[config.mk]
export PLATFORM = sky130hd
export DESIGN_NAME = uart_flow_ctrl
export DESIGN_NICKNAME = d
export VERILOG_FILES = /design/src/rtl/uart_flow_pkg.sv /design/src/rtl/uart_flow_ctrl.sv
export SDC_FILE = /design/constraint.sdc
export NUM_CORES = 1
export LEC_CHECK = 0
export BUFFER_PORTS_ARGS = -buffer_cell sky130_fd_sc_hd__buf_2
export CORE_MARGIN = 10
export CORE_UTILIZATION = 56
export CTS_CLUSTER_DIAMETER = 120
export CTS_CLUSTER_SIZE = 12
export DETAILED_ROUTE_END_ITERATION = 16
export MAX_ROUTING_LAYER = met4
export PLACE_DENSITY = 0.74
export SLEW_MARGIN = 20
export SYNTH_ARGS = -nofsm -noshare
export SYNTH_HDL_FRONTEND = slang
export SYNTH_SLANG_ARGS = --single-unit
[constraint.sdc]
create_clock -name pclk -period 8.4 [get_ports pclk]
set_input_delay 0.84 -clock pclk [delete_from_list [all_inputs] [get_ports pclk]]
set_output_delay 0.84 -clock pclk [all_outputs]
set_load 0.1 [all_outputs]
[src/rtl/uart_flow_pkg.sv]
// register map, field layout and types of the uart flow-control block
// assumes an apb master with 32-bit data and byte addresses
package uart_flow_pkg;

  // --------------------
  // register byte addresses
  // --------------------
  localparam logic [7:0] ADDR_DATA = 8'h00;
  localparam logic [7:0] ADDR_FIFO_SETUP = 8'h04;
  localparam logic [7:0] ADDR_MODEM_LINE = 8'h08;
  localparam logic [7:0] ADDR_ENH_FEATURE = 8'h0c;
  localparam logic [7:0] ADDR_HALT_RESUME = 8'h10;
  localparam logic [7:0] ADDR_PROG_TRIGGER = 8'h14;
  localparam logic [7:0] ADDR_PIN_FUNCTION = 8'h18;
  localparam logic [7:0] ADDR_DIVISOR = 8'h1c;
  localparam logic [7:0] ADDR_GPIO = 8'h20;
  localparam logic [7:0] ADDR_STATUS = 8'h24;

  // --------------------
  // field positions
  // --------------------
  localparam int FIFO_EN_BIT = 0;
  localparam int RX_CLEAR_BIT = 1;
  localparam int TX_CLEAR_BIT = 2;
  localparam int DTR_BIT = 0;
  localparam int RTS_BIT = 1;
  localparam int AUTO_RTS_BIT = 6;
  localparam int AUTO_CTS_BIT = 7;
  localparam int MODEM_PINS_BIT = 1;
  localparam int GPIO_DIR_LSB = 8;
  localparam int RX_VALID_BIT = 31;

  // --------------------
  // reset values and level tables
  // --------------------
  localparam logic [7:0] CTRL_RESET = 8'h00;
  localparam logic [15:0] DIVISOR_RESET = 16'h0001;
  localparam logic [3:0] BIT_TICKS_LAST = 4'hf;
  localparam logic [3:0] MID_BIT_TICK = 4'h7;
  localparam logic [2:0] LAST_DATA_BIT = 3'h7;
  localparam logic [3:0][6:0] RX_SEL_LEVELS =
    {7'h3c, 7'h38, 7'h10, 7'h08};
  localparam logic [3:0][6:0] RX_SEL_RESUME =
    {7'h38, 7'h10, 7'h08, 7'h00};
  localparam logic [3:0][6:0] TX_SEL_LEVELS =
    {7'h38, 7'h20, 7'h10, 7'h08};

  // --------------------
  // types
  // --------------------
  typedef enum logic [1:0] {
    SER_IDLE, SER_START, SER_DATA, SER_STOP
  } ser_state_type;

  typedef struct packed {
    logic brk;
    logic frame;
    logic parity;
    logic [7:0] data;
  } rx_entry_type;

  typedef struct packed {
    logic [3:0] pad_hi;
    logic [2:0] pins;
    logic tx_busy;
    logic ri;
    logic cd;
    logic cts_changed;
    logic overrun;
    logic cts_active;
    logic rts_n;
    logic tx_hit;
    logic rx_hit;
    logic pad_tx;
    logic [6:0] tx_count;
    logic pad_rx;
    logic [6:0] rx_count;
  } status_type;

endpackage

[src/rtl/uart_flow_ctrl.sv]
// uart core with fifo trigger levels and automatic rts/cts flow control
// assumes an apb master on pclk; serial pins are asynchronous to pclk
//
// Notes on behaviour
// - manual rts bit set to one drives rts_n low while automatic rts is off.
// - rts_n is high after any reset.
// - rts_n follows fifo fill only when automatic rts is enabled.
// - pin function bit 1 picks gpio or modem use of shared pins.
// - both fifos hold 64 characters; rx entries carry three error bits.
// - baud divisor ranges from 1 to 65535.
// - after reset fifos are off, so trigger levels are one character.
// - nonzero programmable trigger field overrides the selectable level.
// - automatic cts and rts enable independently by feature bits 7 and 6.
// - with automatic cts, each character starts only while cts active.
// - automatic rts deasserts when rx fill reaches the halt level.
// - after halt, rts reasserts once rx fill falls to resume level.
// - zero halt/resume register halts at the fifo setup rx trigger level and resumes one table step lower.
// - cts dropped before mid last stop bit holds back next character.
// - cts becoming active again resumes transmission from the fifo.
// - with automatic cts, cts changes raise no change flag.
// - with fifos on, one more character after rts deassertion is still accepted.
// - a character arriving at a full rx fifo flags overrun.
module uart_flow_ctrl #(
  parameter int DEPTH = 64
) (
  input wire logic pclk,
  input wire logic presetn,
  input wire logic psel,
  input wire logic penable,
  input wire logic pwrite,
  input wire logic [7:0] paddr,
  input wire logic [31:0] pwdata,
  output logic [31:0] prdata,
  output logic pready,
  output logic pslverr,
  input wire logic rxd,
  output logic txd,
  input wire logic cts_n,
  output logic rts_n,
  input wire logic shared_pin_five_in,
  output logic shared_pin_five_out,
  output logic shared_pin_five_oe_n,
  input wire logic shared_pin_six_in,
  output logic shared_pin_six_out,
  output logic shared_pin_six_oe_n,
  input wire logic shared_pin_seven_in,
  output logic shared_pin_seven_out,
  output logic shared_pin_seven_oe_n
);

  localparam int PW = $clog2(DEPTH);
  localparam int CW = PW + 1;

  // status counts are seven bits wide
  if (DEPTH < 2 || DEPTH > 64 || (DEPTH & (DEPTH - 1)) != 0) begin : g_chk
    $error("DEPTH must be a power of two from 2 to 64");
  end

  // ----------------------------------------------------------------
  // input synchronisers
  // ----------------------------------------------------------------
  // order: seven, six, five, cts_n, rxd
  logic [4:0] s1_reg, s2_reg, s3_reg, pin_reg;
  logic [4:0] pin_next;
  wire [4:0] pin_raw = {shared_pin_seven_in, shared_pin_six_in,
                        shared_pin_five_in, cts_n, rxd};
  // a change is taken only when stages two and three agree
  assign pin_next = (s2_reg & s3_reg) | (pin_reg & (s2_reg ^ s3_reg));

  always_ff @(posedge pclk or negedge presetn) begin
    if (!presetn) begin
      s1_reg <= 5'h1f;
      s2_reg <= 5'h1f;
      s3_reg <= 5'h1f;
      pin_reg <= 5'h1f;
    end else begin
      s1_reg <= pin_raw;
      s2_reg <= s1_reg;
      s3_reg <= s2_reg;
      pin_reg <= pin_next;
    end
  end

  wire rxd_f = pin_reg[0];
  wire cts_n_f = pin_reg[1];

  // ----------------------------------------------------------------
  // apb decode
  // ----------------------------------------------------------------
  logic [7:0] fifo_setup_settings_reg;
  logic [7:0] modem_line_settings_reg;
  logic [7:0] enhanced_feature_settings_reg;
  logic [7:0] halt_resume_levels_reg;
  logic [7:0] programmable_trigger_levels_reg;
  logic [7:0] pin_function_select_reg;
  logic [15:0] divisor_reg;
  logic [10:0] gpio_reg;
  logic [31:0] prdata_reg;

  wire setup = psel & ~penable;
  wire access = psel & penable;
  wire hit_data = paddr == uart_flow_pkg::ADDR_DATA;
  wire hit_fcr = paddr == uart_flow_pkg::ADDR_FIFO_SETUP;
  wire hit_mcr = paddr == uart_flow_pkg::ADDR_MODEM_LINE;
  wire hit_efr = paddr == uart_flow_pkg::ADDR_ENH_FEATURE;
  wire hit_tcr = paddr == uart_flow_pkg::ADDR_HALT_RESUME;
  wire hit_tlr = paddr == uart_flow_pkg::ADDR_PROG_TRIGGER;
  wire hit_pfs = paddr == uart_flow_pkg::ADDR_PIN_FUNCTION;
  wire hit_div = paddr == uart_flow_pkg::ADDR_DIVISOR;
  wire hit_gpio = paddr == uart_flow_pkg::ADDR_GPIO;
  wire hit_stat = paddr == uart_flow_pkg::ADDR_STATUS;
  wire mapped = hit_data | hit_fcr | hit_mcr | hit_efr | hit_tcr |
                hit_tlr | hit_pfs | hit_div | hit_gpio | hit_stat;
  wire wr = access & pwrite & mapped;
  wire rd = access & ~pwrite & mapped;

  wire fifo_en = fifo_setup_settings_reg[uart_flow_pkg::FIFO_EN_BIT];
  wire auto_rts =
    enhanced_feature_settings_reg[uart_flow_pkg::AUTO_RTS_BIT];
  wire auto_cts =
    enhanced_feature_settings_reg[uart_flow_pkg::AUTO_CTS_BIT];
  wire modem_pins =
    pin_function_select_reg[uart_flow_pkg::MODEM_PINS_BIT];

  // any change of the enable bit empties both fifos
  wire fcr_wr = wr & hit_fcr;
  wire en_flip = fcr_wr & (pwdata[uart_flow_pkg::FIFO_EN_BIT] != fifo_en);
  wire rx_flush =
    en_flip | (fcr_wr & pwdata[uart_flow_pkg::RX_CLEAR_BIT]);
  wire tx_flush =
    en_flip | (fcr_wr & pwdata[uart_flow_pkg::TX_CLEAR_BIT]);

  // ----------------------------------------------------------------
  // fifo bookkeeping
  // ----------------------------------------------------------------
  // fifo off leaves a single holding slot
  wire [CW-1:0] cap = fifo_en ? CW'(DEPTH) : CW'(1);
  logic [7:0] tx_mem [DEPTH];
  uart_flow_pkg::rx_entry_type rx_mem [DEPTH];
  logic [PW-1:0] tx_wr_reg, tx_rd_reg, rx_wr_reg, rx_rd_reg;
  logic [CW-1:0] tx_count_reg, rx_count_reg;
  logic tx_push, tx_pop, rx_push, rx_pop;
  uart_flow_pkg::rx_entry_type rx_entry;

  wire tx_full = tx_count_reg >= cap;
  wire rx_full = rx_count_reg >= cap;
  assign tx_push = wr & hit_data & ~tx_full;
  wire rx_valid = rx_count_reg != '0;

  always_ff @(posedge pclk or negedge presetn) begin
    if (!presetn) begin
      tx_wr_reg <= '0;
      tx_rd_reg <= '0;
      tx_count_reg <= '0;
    end else if (tx_flush) begin
      tx_wr_reg <= '0;
      tx_rd_reg <= '0;
      tx_count_reg <= '0;
    end else begin
      tx_wr_reg <= tx_wr_reg + PW'(tx_push);
      tx_rd_reg <= tx_rd_reg + PW'(tx_pop);
      tx_count_reg <= tx_count_reg + CW'(tx_push) - CW'(tx_pop);
    end
  end

  always_ff @(posedge pclk or negedge presetn) begin
    if (!presetn) begin
      rx_wr_reg <= '0;
      rx_rd_reg <= '0;
      rx_count_reg <= '0;
    end else if (rx_flush) begin
      rx_wr_reg <= '0;
      rx_rd_reg <= '0;
      rx_count_reg <= '0;
    end else begin
      rx_wr_reg <= rx_wr_reg + PW'(rx_push);
      rx_rd_reg <= rx_rd_reg + PW'(rx_pop);
      rx_count_reg <= rx_count_reg + CW'(rx_push) - CW'(rx_pop);
    end
  end

  // storage needs no reset; pointers guard every read
  always_ff @(posedge pclk) begin
    if (tx_push)
      tx_mem[tx_wr_reg] <= pwdata[7:0];
    if (rx_push)
      rx_mem[rx_wr_reg] <= rx_entry;
  end

  // ----------------------------------------------------------------
  // trigger and flow levels
  // ----------------------------------------------------------------
  wire [3:0] tlr_rx = programmable_trigger_levels_reg[7:4];
  wire [3:0] tlr_tx = programmable_trigger_levels_reg[3:0];
  wire [1:0] rx_sel = fifo_setup_settings_reg[7:6];
  wire [1:0] tx_sel = fifo_setup_settings_reg[5:4];
  wire [6:0] rx_lvl = (tlr_rx != 4'h0) ? {1'b0, tlr_rx, 2'b00}
                      : uart_flow_pkg::RX_SEL_LEVELS[rx_sel];
  wire [6:0] tx_lvl = (tlr_tx != 4'h0) ? {1'b0, tlr_tx, 2'b00}
                      : uart_flow_pkg::TX_SEL_LEVELS[tx_sel];
  wire [6:0] rx_eff = fifo_en ? rx_lvl : 7'h01;
  wire [6:0] tx_eff = fifo_en ? tx_lvl : 7'h01;
  wire [6:0] rx_cnt7 = 7'(rx_count_reg);
  wire [6:0] tx_space = 7'(cap - tx_count_reg);
  wire rx_hit = rx_cnt7 >= rx_eff;
  wire tx_hit = tx_space >= tx_eff;

  wire tcr_zero = halt_resume_levels_reg == 8'h00;
  wire [6:0] halt_sel = tcr_zero ? uart_flow_pkg::RX_SEL_LEVELS[rx_sel]
    : {1'b0, halt_resume_levels_reg[3:0], 2'b00};
  wire [6:0] resume_sel = tcr_zero ? uart_flow_pkg::RX_SEL_RESUME[rx_sel]
    : {1'b0, halt_resume_levels_reg[7:4], 2'b00};
  wire [6:0] halt_lvl = fifo_en ? halt_sel : 7'h01;
  wire [6:0] resume_lvl = fifo_en ? resume_sel : 7'h00;

  // ----------------------------------------------------------------
  // rts and cts
  // ----------------------------------------------------------------
  logic halted_reg, rts_n_reg, cts_chg_reg, overrun_reg;
  logic halted_next, clr_cts_chg, clr_overrun;

  // hysteresis: stays halted until the fill falls to resume
  assign halted_next = halted_reg ? (rx_cnt7 > resume_lvl)
                                  : (rx_cnt7 >= halt_lvl);
  wire cts_chg_set = ~auto_cts & (pin_next[1] ^ cts_n_f);
  wire overrun_set; // set by the receiver below

  always_ff @(posedge pclk or negedge presetn) begin
    if (!presetn) begin
      halted_reg <= 1'b0;
      rts_n_reg <= 1'b1;
      cts_chg_reg <= 1'b0;
      overrun_reg <= 1'b0;
    end else begin
      halted_reg <= halted_next;
      // manual bit only steers the pin with auto rts off
      rts_n_reg <= auto_rts ? halted_reg
        : ~modem_line_settings_reg[uart_flow_pkg::RTS_BIT];
      // a new event beats a read-clear in the same cycle
      cts_chg_reg <= cts_chg_set | (cts_chg_reg & ~clr_cts_chg);
      overrun_reg <= overrun_set | (overrun_reg & ~clr_overrun);
    end
  end

  // ----------------------------------------------------------------
  // baud tick, sixteen per bit
  // ----------------------------------------------------------------
  logic [15:0] baud_cnt_reg;
  // divisor zero stops the generator
  wire tick = (divisor_reg != 16'h0000) &&
              (baud_cnt_reg >= divisor_reg - 16'h0001);

  always_ff @(posedge pclk or negedge presetn) begin
    if (!presetn)
      baud_cnt_reg <= 16'h0000;
    else
      baud_cnt_reg <= tick ? 16'h0000 : baud_cnt_reg + 16'h0001;
  end

  // ----------------------------------------------------------------
  // transmitter
  // ----------------------------------------------------------------
  uart_flow_pkg::ser_state_type tx_state_reg;
  logic [3:0] tx_tick_reg;
  logic [2:0] tx_bit_reg;
  logic [7:0] tx_shift_reg;
  logic txd_reg;

  // cts is looked at only between characters
  wire cts_ok = ~auto_cts | ~cts_n_f;
  wire tx_idle = tx_state_reg == uart_flow_pkg::SER_IDLE;
  assign tx_pop = tx_idle & (tx_count_reg != '0) & cts_ok;
  wire tx_end = tick & (tx_tick_reg == uart_flow_pkg::BIT_TICKS_LAST);

  always_ff @(posedge pclk or negedge presetn) begin
    if (!presetn) begin
      tx_state_reg <= uart_flow_pkg::SER_IDLE;
      tx_tick_reg <= 4'h0;
      tx_bit_reg <= 3'h0;
      tx_shift_reg <= 8'h00;
      txd_reg <= 1'b1;
    end else begin
      if (tick)
        tx_tick_reg <= tx_tick_reg + 4'h1;
      case (tx_state_reg)
        uart_flow_pkg::SER_IDLE: begin
          tx_tick_reg <= 4'h0;
          if (tx_pop) begin
            tx_shift_reg <= tx_mem[tx_rd_reg];
            txd_reg <= 1'b0;
            tx_state_reg <= uart_flow_pkg::SER_START;
          end
        end
        uart_flow_pkg::SER_START: begin
          if (tx_end) begin
            txd_reg <= tx_shift_reg[0];
            tx_bit_reg <= 3'h0;
            tx_state_reg <= uart_flow_pkg::SER_DATA;
          end
        end
        uart_flow_pkg::SER_DATA: begin
          if (tx_end) begin
            if (tx_bit_reg == uart_flow_pkg::LAST_DATA_BIT) begin
              txd_reg <= 1'b1;
              tx_state_reg <= uart_flow_pkg::SER_STOP;
            end else begin
              tx_bit_reg <= tx_bit_reg + 3'h1;
              tx_shift_reg <= {1'b0, tx_shift_reg[7:1]};
              txd_reg <= tx_shift_reg[1];
            end
          end
        end
        uart_flow_pkg::SER_STOP: begin
          // current character always completes
          if (tx_end)
            tx_state_reg <= uart_flow_pkg::SER_IDLE;
        end
        default: tx_state_reg <= uart_flow_pkg::SER_IDLE;
      endcase
    end
  end

  // ----------------------------------------------------------------
  // receiver
  // ----------------------------------------------------------------
  uart_flow_pkg::ser_state_type rx_state_reg;
  logic [3:0] rx_tick_reg;
  logic [2:0] rx_bit_reg;
  logic [7:0] rx_shift_reg;

  wire rx_end = tick & (rx_tick_reg == uart_flow_pkg::BIT_TICKS_LAST);
  wire rx_done = (rx_state_reg == uart_flow_pkg::SER_STOP) & rx_end;
  assign rx_entry.brk = (rx_shift_reg == 8'h00) & ~rxd_f;
  assign rx_entry.frame = ~rxd_f;
  assign rx_entry.parity = 1'b0;
  assign rx_entry.data = rx_shift_reg;
  // accepted whatever rts shows, while room remains
  assign rx_push = rx_done & ~rx_full;
  assign overrun_set = rx_done & rx_full;

  always_ff @(posedge pclk or negedge presetn) begin
    if (!presetn) begin
      rx_state_reg <= uart_flow_pkg::SER_IDLE;
      rx_tick_reg <= 4'h0;
      rx_bit_reg <= 3'h0;
      rx_shift_reg <= 8'h00;
    end else begin
      if (tick)
        rx_tick_reg <= rx_tick_reg + 4'h1;
      case (rx_state_reg)
        uart_flow_pkg::SER_IDLE: begin
          rx_tick_reg <= 4'h0;
          if (!rxd_f)
            rx_state_reg <= uart_flow_pkg::SER_START;
        end
        uart_flow_pkg::SER_START: begin
          // a glitch shorter than half a bit is dropped
          if (tick && rx_tick_reg == uart_flow_pkg::MID_BIT_TICK) begin
            rx_tick_reg <= 4'h0;
            rx_bit_reg <= 3'h0;
            rx_state_reg <= rxd_f ? uart_flow_pkg::SER_IDLE
                                  : uart_flow_pkg::SER_DATA;
          end
        end
        uart_flow_pkg::SER_DATA: begin
          if (rx_end) begin
            rx_shift_reg <= {rxd_f, rx_shift_reg[7:1]};
            rx_bit_reg <= rx_bit_reg + 3'h1;
            if (rx_bit_reg == uart_flow_pkg::LAST_DATA_BIT)
              rx_state_reg <= uart_flow_pkg::SER_STOP;
          end
        end
        uart_flow_pkg::SER_STOP: begin
          if (rx_end)
            rx_state_reg <= uart_flow_pkg::SER_IDLE;
        end
        default: rx_state_reg <= uart_flow_pkg::SER_IDLE;
      endcase
    end
  end

  // ----------------------------------------------------------------
  // shared modem pins
  // ----------------------------------------------------------------
  // modem use: five drives dtr, six and seven are cd and ri inputs
  wire [2:0] gpio_out = gpio_reg[2:0];
  wire [2:0] gpio_dir = gpio_reg[10:8];
  assign shared_pin_five_out = modem_pins
    ? ~modem_line_settings_reg[uart_flow_pkg::DTR_BIT] : gpio_out[0];
  assign shared_pin_five_oe_n = modem_pins ? 1'b0 : ~gpio_dir[0];
  assign shared_pin_six_out = gpio_out[1];
  assign shared_pin_six_oe_n = modem_pins | ~gpio_dir[1];
  assign shared_pin_seven_out = gpio_out[2];
  assign shared_pin_seven_oe_n = modem_pins | ~gpio_dir[2];

  // ----------------------------------------------------------------
  // register file
  // ----------------------------------------------------------------
  uart_flow_pkg::status_type status, cap_stat;
  assign status.pad_hi = 4'h0;
  assign status.pins = pin_reg[4:2];
  assign status.tx_busy = ~tx_idle;
  assign status.ri = modem_pins & ~pin_reg[4];
  assign status.cd = modem_pins & ~pin_reg[3];
  assign status.cts_changed = cts_chg_reg;
  assign status.overrun = overrun_reg;
  assign status.cts_active = ~cts_n_f;
  assign status.rts_n = rts_n_reg;
  assign status.tx_hit = tx_hit;
  assign status.rx_hit = rx_hit;
  assign status.pad_tx = 1'b0;
  assign status.tx_count = 7'(tx_count_reg);
  assign status.pad_rx = 1'b0;
  assign status.rx_count = rx_cnt7;

  wire [31:0] rd_mux =
    hit_data ? {rx_valid, 20'h0, rx_mem[rx_rd_reg]} :
    hit_fcr ? {24'h0, fifo_setup_settings_reg} :
    hit_mcr ? {24'h0, modem_line_settings_reg} :
    hit_efr ? {24'h0, enhanced_feature_settings_reg} :
    hit_tcr ? {24'h0, halt_resume_levels_reg} :
    hit_tlr ? {24'h0, programmable_trigger_levels_reg} :
    hit_pfs ? {24'h0, pin_function_select_reg} :
    hit_div ? {16'h0, divisor_reg} :
    hit_gpio ? {21'h0, gpio_reg} :
    hit_stat ? status : 32'h0;

  // reads act only on what the setup phase captured
  assign cap_stat = prdata_reg;
  assign rx_pop = rd & hit_data & prdata_reg[uart_flow_pkg::RX_VALID_BIT];
  assign clr_overrun = rd & hit_stat & cap_stat.overrun;
  assign clr_cts_chg = rd & hit_stat & cap_stat.cts_changed;

  always_ff @(posedge pclk or negedge presetn) begin
    if (!presetn) begin
      fifo_setup_settings_reg <= uart_flow_pkg::CTRL_RESET;
      modem_line_settings_reg <= uart_flow_pkg::CTRL_RESET;
      enhanced_feature_settings_reg <= uart_flow_pkg::CTRL_RESET;
      halt_resume_levels_reg <= uart_flow_pkg::CTRL_RESET;
      programmable_trigger_levels_reg <= uart_flow_pkg::CTRL_RESET;
      pin_function_select_reg <= uart_flow_pkg::CTRL_RESET;
      divisor_reg <= uart_flow_pkg::DIVISOR_RESET;
      gpio_reg <= 11'h000;
      prdata_reg <= 32'h0;
    end else begin
      if (setup && !pwrite)
        prdata_reg <= rd_mux;
      if (fcr_wr)
        fifo_setup_settings_reg <= {pwdata[7:3], 2'b00, pwdata[0]};
      if (wr && hit_mcr)
        modem_line_settings_reg <= pwdata[7:0];
      if (wr && hit_efr)
        enhanced_feature_settings_reg <= pwdata[7:0];
      if (wr && hit_tcr)
        halt_resume_levels_reg <= pwdata[7:0];
      if (wr && hit_tlr)
        programmable_trigger_levels_reg <= pwdata[7:0];
      if (wr && hit_pfs)
        pin_function_select_reg <= pwdata[7:0];
      if (wr && hit_div)
        divisor_reg <= pwdata[15:0];
      if (wr && hit_gpio)
        gpio_reg <= {pwdata[10:8], 5'h00, pwdata[2:0]};
    end
  end

  assign prdata = prdata_reg;
  assign pready = 1'b1;
  assign pslverr = access & (~mapped | (pwrite & hit_data & tx_full));
  assign txd = txd_reg;
  assign rts_n = rts_n_reg;

endmodule

Word-level counts from Yosys, hierarchy flattened
Memory sizes are Yosys's and may differ from the RTL's. Index checks and enable logic that the tools add are counted.

Word-level logic and storage cells: 271. Bits in writable memories: 1152. Register bits after elaboration: 213. Memories: 2. Output and inout bits: 42.

Memory list: rx_mem (words 64, width 10, read ports 1, clocked after Yosys merged registers in 0, wr ports 1, RTL line uart_flow_ctrl.sv:139) `uart_flow_pkg::rx_entry_type rx_mem [DEPTH];`; tx_mem (words 64, width 8, read ports 1, clocked after Yosys merged registers in 0, wr ports 1, RTL line uart_flow_ctrl.sv:138) `logic [7:0] tx_mem [DEPTH];`.

Bitwise operators: 73. Reductions and logical operators: 33. $add $sub $neg: 15. Mux-type cells: 74. Magnitude comparators: 9. Eq/ne operators: 32.

Operators with widths (number): 2-to-1 mux 28 bit (9); 2-to-1 mux 7 bit (14); binary-select mux 7 bit (select 2 bit) (3); greater-or-equal comparator 7 bit (5); AND 1 bit (33); == test 8 x 5 -> 1 bit, second input constant (4); 2-to-1 mux 32 bit (1); adder 6 x 1 -> 6 bit (4); logical NOT 8 bit (3); 2-to-1 mux 6 bit (4); 2-to-1 mux 8 bit (3); 2-to-1 mux 2 bit (11); inequality test 2 bit, second input constant (11); NOT 1 bit (18); bitwise OR 1 bit (17); adder 16 x 1 -> 16 bit, second input constant (1); == test 8 x 4 -> 1 bit, second input constant (2); == test 8 x 6 -> 1 bit, second input constant (2); greater-or-equal comparator 16 bit (1); 2-to-1 mux 16 bit (1); 2-to-1 mux 4 bit (4); case mux 2 bit (4 select lines) (2); case mux 8 bit (2 select lines) (1); nonzero test 16 bit (1); other kinds (35) (81).

Depth between registers and ports, before layout
Gate-level depths: netlist of run 1.

Word-level depth: 16. Mapped depth: 23. Depth with buffers taken out: 22.

Worst setup path before layout of run 1
No wires, ideal clock.

Kind: register to register. Start: register rx_shift_reg[4]. End: memory rx_mem[0][9] in the netlist's numbering, data pin. Buffers on the path: 0. Slack: 2.898 ns. Required time: 7.536 ns. Stages on the path, launching flop included: 4. Clock period less this slack: 5.502 ns. Setup time: 0.864 ns. Arrival time: 4.638 ns. Path through: dfrtp_1 -> nor4_1 -> nand2_1 -> nor4_1.

RTL lines: start, declared (RTL line uart_flow_ctrl.sv:329) `logic [7:0] rx_shift_reg;`; start signal, assigned (RTL line uart_flow_ctrl.sv:367) `rx_shift_reg <= {rxd_f, rx_shift_reg[7:1]};`; end, declared (RTL line uart_flow_ctrl.sv:139).

Final worst setup path of run 1
Start: register divisor_reg[7]. End: register rx_count_reg[6], in the netlist rx_cnt7[6].

Cells in the longest elaborated chain, start to end: 9.

RTL lines: start, declared (RTL line uart_flow_ctrl.sv:96) `logic [15:0] divisor_reg;`; start signal, assigned (RTL line uart_flow_ctrl.sv:442) `divisor_reg <= uart_flow_pkg::DIVISOR_RESET;`; start signal, assigned (RTL line uart_flow_ctrl.sv:461) `divisor_reg <= pwdata[15:0];`; subtractor 16 x 1 -> 16 bit (RTL line uart_flow_ctrl.sv:251) `(baud_cnt_reg >= divisor_reg - 16'h0001);`; greater-or-equal comparator 16 bit (RTL line uart_flow_ctrl.sv:251); logical AND 1 bit (*) (RTL line uart_flow_ctrl.sv:250) `wire tick = (divisor_reg != 16'h0000) &&`; AND 1 bit (*) (RTL line uart_flow_ctrl.sv:331) `wire rx_end = tick & (rx_tick_reg == uart_flow_pkg::BIT_TICKS_LAST);`; AND 1 bit (*) (RTL line uart_flow_ctrl.sv:332) `wire rx_done = (rx_state_reg == uart_flow_pkg::SER_STOP) & rx_end;`; AND 1 bit (*) (RTL line uart_flow_ctrl.sv:338) `assign rx_push = rx_done & ~rx_full;`; adder 7 x 1 -> 7 bit (*) (RTL line uart_flow_ctrl.sv:178) `rx_count_reg <= rx_count_reg + CW'(rx_push) - CW'(rx_pop);`; subtractor 7 x 1 -> 7 bit (*) (RTL line uart_flow_ctrl.sv:178); 2-to-1 mux 7 bit (*) (RTL line uart_flow_ctrl.sv:171) `end else if (rx_flush) begin`; end signal, assigned (RTL line uart_flow_ctrl.sv:178); end, declared (RTL line uart_flow_ctrl.sv:141) `logic [CW-1:0] tx_count_reg, rx_count_reg;`.

Mark *: on every way between the ends. The rest lies on a longest branch, timed or not. A chain may end at the register's enable or synchronous reset.

==> results.toml, run 1 <==
[route]
antenna_left = 0
first_pass_iters = 7
drt_iter0_markers = 4173
avgRoutedWirePerCell_um = 28.58
via_per_inst = 6.592
drc = 0
routed_wl_um = 134300
vias = 30980

[critical_path]
slowest_stage = "o31ai_2"
cpPeakStageDelay_ns = 0.90
startpoint_type = "flop"
critical_path_class = "reg -> reg"
end_kind = "flop"
critPathTopFamily = "simple AND/OR/NAND/NOR gates"
worst-r2r-cell-count = 20
worstPathRequired_ns = 9.00
cp_max_fo = 13
path_buf_inv = 1
crit_chain = "nor4_1 -> nand4_1 -> nor3_1 -> nand2_1 -> xor2_1 -> ha_1 -> and4_1 -> nand3_1 -> o31ai_2 -> nand2_1 -> nor2_1 -> ha_1 -> inv_1 -> fa_1 -> o21bai_1 -> a21oi_1 -> o21bai_1 -> a21oi_1 -> xnor2_1 -> nor2_1"
cp.depth = 20
worstPathArrival_ns = 6.46

[die]
rows = 116
die_w_um = 337.7
io_pins = 92
initial_core_util_pct = 56.44
coreArea_um2 = 100100
die_area_um2 = 114000
die_h_um = 337.7

[timing]
fmax_mhz = 170.7
fin_crit_ns = 5.857
min_period_over_period_pct = 69.73
maxSlewViolCount = 0
rsz0062_at_grt = "no"
skew_ns = 0.03818
setup_viol = 0
final_hold_viol_count = 0
tns_ns = 0
relSlewSlack_pct = 20.63
worstMarginPinSlew_ns = 1.172

[clock_tree]
cts_buffer_depth = 3
post_cts_buffers = 0
cts_tree = "done"
root_buffer = "clkbuf_16"
holdBufCountCts = 0
cts_buffers = 131
clk_latency_ns = 0.77
cts_resized = 0
clk_pin_slew_worst_paths_ns = 0.06
cts_sinks = 1362
htreeDepth = 4

[synth]
async_flop_share_pct = 15.42
syn_area_um2 = 56530
synth_seq_area_share_pct = 70.55
synth_seq_cells = 1362
synth_edf_count = 1152
yosysTopAreaCellShare_pct = 61.20
synth_warnings = 0
netlist_instances = 3229
syn_avg_cell_area_um2 = 17.51
synth_largest_area_cell = "edfxtp_1"
synthFlopType = "edfxtp_1"
synth_area_leaders = "edfxtp_1, mux4_2, dfrtp_1"
ys_types = 93

[final_layout]
layout_commonest_cell = "edfxtp_1"
largest_reg_flops = 640
area_growth_pct = 9.677
fin_area_um2 = 62000
drive_above_1_share_pct = 21.40
diodes = 0
nets = 3485
final_cell_mix = "edfxtp_1, mux4_2, nor2_1, dfrtp_1, nand2_1"

[placed_design]
place.gp.congestion = 0.9361
port_buffers = 71
place_area_um2 = 58270
place_hpwl_um = 82570

[run]
cap_violations = 0

[global_route]
grt_pass1_wl_um = 203100
antenna_found_initial = 2
grtUsageTotal_pct = 24.46
grt_pass1_vias = 31450
grt-ovfl-total = 0
grt_max_degree = 146

[power]
ir_drop_mv = 0.2347
cellLeakagePower_uw = 0.02080
power_density_nw_per_um2 = 250.3

[min_path]
hold_path_class = "in -> async"

[outcome]
status = "complete, no violations"
## per-stage QoR
step                      worst slack, ns  util (%)  cells  total power [uW]  hold slack, ns
after CTS                           2.536     61.87   4699             15590          0.1370
after detailed placement            2.533     58.19   4511             10290          0.3499
after global routing                2.037     61.91   4700             16080         0.06815
final                               2.543     61.91   4700             15520         0.04155
after floorplan                     2.898         -   3231              9599          0.3452
after global placement              2.637     58.19   4511             10210          0.3455
## synthesized netlist by cell type, types with 50 or more instances
master	count
dfrtp_1	187
ha_1	86
edfxtp_1	1152
mux4_2	268
nand2_1	141
clkbuf_1	78
o21ai_0	67
mux2_2	75
a21oi_1	59
nor2_1	227
nor3_1	63
inv_1	50
mux2i_1	93
## final cells by class
type / count / area [um^2]
inverter: 55 / 206.4
sequential: 1362 / 39900
tap: 1298 / 1624
multi-input combinational: 1643 / 15550
fill: 6932 / 38150
clock buffer: 173 / 3457
clock inverter: 15 / 235.2
timing repair buffer: 154 / 1021
## logic make-up (layout without fill, tap and decap cells)
family	Yosys count	in the layout	synth area share (%)
other	2	4	0.01329
AOI/OAI and AO/OA	371	371	4.631
xor gates and xnor gates	63	63	0.9761
buffers and inverters	226	397	1.994
adders and majority gates	88	88	1.974
DFF	1362	1362	70.55
and+or+nand+nor	681	681	6.045
muxes	436	436	13.82
## worst paths after layout
check	startpoint	endpoint	slack (ns)
worst min-delay path	presetn	baud_cnt_reg[12]	0.04
worst min register to register	s1_reg[3]	s2_reg[3]	0.36
worst max register to register	divisor_reg[7]	rx_cnt7[6]	2.54
min in group pclk	cts_n	s1_reg[1]	0.18
worst max-delay path	divisor_reg[7]	rx_cnt7[6]	2.54
max in group asynchronous	presetn	rx_rd_reg[1]	6.91
## layer usage
layer / GRT usage [%] / wire (um) / share of wire, %
met1: 31.93 / 52100 / 39
met3: 4.173 / 10630 / 7.9
met5: - / 0 / 0
met2: 39.03 / 66970 / 50
met4: 8.430 / 4612 / 3.4
## report_power, final
part | switching (uW) | leakage [uW] | internal, uW
sequential | 253 | 0.0132 | 7430
combinational | 1420 | 0.00582 | 1070
clock | 2440 | 0.00179 | 2900
total | 4120 | 0.0208 | 11400
Power figures use the tool's default switching activity.
==> inputs of run 2 (changes only) <==
--- a/config.mk
+++ b/config.mk
@@ -12,7 +12,7 @@
 export CTS_CLUSTER_SIZE = 12
 export DETAILED_ROUTE_END_ITERATION = 16
 export MAX_ROUTING_LAYER = met4
-export PLACE_DENSITY = 0.74
+export PLACE_DENSITY = 0.77
 export SLEW_MARGIN = 20
 export SYNTH_ARGS = -nofsm -noshare
 export SYNTH_HDL_FRONTEND = slang
==> constraint.sdc (replaced) <==
create_clock -name pclk -period 5.05 [get_ports pclk]
set_input_delay 0.505 -clock pclk [delete_from_list [all_inputs] [get_ports pclk]]
set_output_delay 0.505 -clock pclk [all_outputs]
set_load 0.1 [all_outputs]
==> run 2 against run 1 <==
- clock skew shrank 0.00082 ns
- core utilization grew 0.41 points
- combinational power grew 66%
- cell area grew 0.66%
- final cell count grew 0.81%
- critical path depth shrank 7
==> results.toml, run 2 (same netlist as run 1, synthesis figures left out) <==
[power]
p_comb_share_pct = 16.0
finalPower_uw = 25850
clkPwrFrac_pct = 34.3
power_density_nw_per_um2 = 414.2
cellLeakagePower_uw = 0.02105
ir_drop_mv = 0.3515
switching_power_uw = 6796
p_sw_share_pct = 26.29
p_int_uw = 19050
pwr-share-seq_pct = 49.7

[clock_tree]
post_cts_buffers = 0
root_buffer = "clkbuf_16"
clk_pin_slew_worst_paths_ns = 0.06
cts_buffers = 131
cts_buffer_depth = 3
htreeDepth = 4
cts_tree = "done"
cts_sinks = 1362
clk_latency_ns = 0.76

[critical_path]
r2r-end = "rx_mem[5][9]"
worstPathArrival_ns = 5.13
cpPeakStageDelay_ns = 0.84
startpoint_type = "flop"
worstPathRequired_ns = 5.40
crit_chain = "nor2_1 -> nand3_1 -> or3_1 -> nand2b_1 -> nor2b_1 -> xnor2_1 -> ha_1 -> and4_1 -> nand3_1 -> o31a_2 -> or4_1 -> buf_4 -> nor2_1"
worst-r2r-cell-count = 13
regToRegStartpoint = "divisor_reg[2]"
rrSetupSlack_ns = 0.27
slowest_stage = "nor2_1"
cp_max_fo = 32
end_kind = "flop"
critical_path_class = "reg -> reg"

[global_route]
grtUsageTotal_pct = 24.49
antenna_found_initial = 2
grt_max_degree = 118
grt_pass1_wl_um = 202900
grt-ovfl-total = 0
grt_pass1_vias = 31180

[final_layout]
area_growth_pct = 10.41
largest_reg_flops = 640
drive_above_1_share_pct = 22.02
final_cell_mix = "edfxtp_1, mux4_2, nor2_1, dfrtp_1, nand2_1"
nets = 3522
fin_area_um2 = 62410
fin_util_pct = 62.32
layout_commonest_cell = "edfxtp_1"

[min_path]
hold_path_class = "in -> reg"
worstHoldEndpoint = "gpio_reg[8]"
min_path_cells = 2
min_from = "pwdata[8]"

[route]
via_per_inst = 6.595
avgRoutedWirePerCell_um = 28.30
vias = 31250
drc = 0
routed_wl_um = 134100
antenna_left = 0
drt_iter0_markers = 3753
first_pass_iters = 8

[timing]
min_period_over_period_pct = 94.75
skew_ns = 0.03737
relSlewSlack_pct = 25.23
worstMarginPinSlew_ns = 1.119
maxSlewViolCount = 0
rsz0062_at_grt = "no"
fmax_mhz = 209.0
final_hold_viol_count = 0
tns_ns = 0
fin_crit_ns = 4.785
fin_ws_ns = 0.2653
setup_viol = 0

[outcome]
status = "complete, no violations"

[die]
die_h_um = 337.7
io_pins = 92
die_w_um = 337.7
coreArea_um2 = 100100
rows = 116
initial_core_util_pct = 56.44
die_area_um2 = 114000

[placed_design]
place_area_um2 = 58530
place_hpwl_um = 82770
place.gp.congestion = 0.9208
pre_cts_slack_ns = 0.2731
port_buffers = 71

[run]
cap_violations = 0
## run 2: cell count changes in the layout (fill, tap and decap cells not counted), moves of 2 or more
| cell | previous run | this run |
|---|---|---|
| buf_12 | 1 | 5 |
| buf_4 | 81 | 103 |
| clkinv_16 | 1 | 3 |
| clkinv_8 | 2 | 5 |
| diode_2 | 0 | 2 |
| dlygate4sd3_1 | 0 | 12 |
| inv_16 | 6 | 2 |
| inv_6 | 5 | 3 |
| nor2_1 | 227 | 224 |
| nor2_2 | 2 | 5 |
## run 2: worst max path at each step
stage / end / from
CTS: rx_cnt7[6] / divisor_reg[2]
global route: rx_cnt7[6] / divisor_reg[2]
detailed placement: rx_cnt7[6] / divisor_reg[2]
finish: rx_mem[5][9] / divisor_reg[2]
floorplan: rx_cnt7[6] / divisor_reg[2]
global placement: rx_cnt7[6] / divisor_reg[2]
## run 2: final cells by class
type                    count  area (um^2)
diodes                      2        5.005
well taps                1298         1624
clock buffers             173         3478
multi-input cells        1643        15580
repair buffers            191         1359
fillers                  6784        37740
inverters                  55        207.7
clock inverters            14        246.5
flip-flops and latches   1362        39900
## run 2: through the flow
step	cells	hold slack, ns
3_5_place_dp	4537	0.3472
6_report	4738	0.02564
5_1_grt	4738	0.02410
2_1_floorplan	3231	0.2094
3_3_place_gp	4537	0.3460
4_1_cts	4736	0.002443
## run 2: layer usage
layer / vias to the layer above / part of all wire [%] / track usage, %
met3: 296 / 9.1 / 4.082
met1: 16090 / 39 / 33.07
li1: 13140 / - / -
met2: 1727 / 49 / 38.08
met4: 0 / 3.3 / 8.252
met5: - / 0 / -
## run 2: worst max-delay path: cells and delay by family, from the launching register on
| kind | cells | cell delay (ns) |
|---|---|---|
| and+or+nand+nor | 9 | 2.83 |
| DFF | 1 | 0.44 |
| AOI/OAI and AO/OA | 1 | 0.41 |
| adders and majority gates | 1 | 0.30 |
| buffers and inverters | 1 | 0.27 |
| xor gates and xnor gates | 1 | 0.09 |
## run 2: power groups by stage
stage	logic, uW	clock network (uW)	registers (uW)
finish	4140	8860	12800
global route	4450	9430	12900
detailed placement	4080	0	13100
global placement	4000	0	13100
floorplan	3160	0	12800
CTS	4130	8960	12800
## run 2: repair_timing
item	in CTS	in global routing
endpoints found under the hold margin	106	0
endpoints found under the setup margin	0	1
gates resized for setup	0	5
hold buffers	12	0
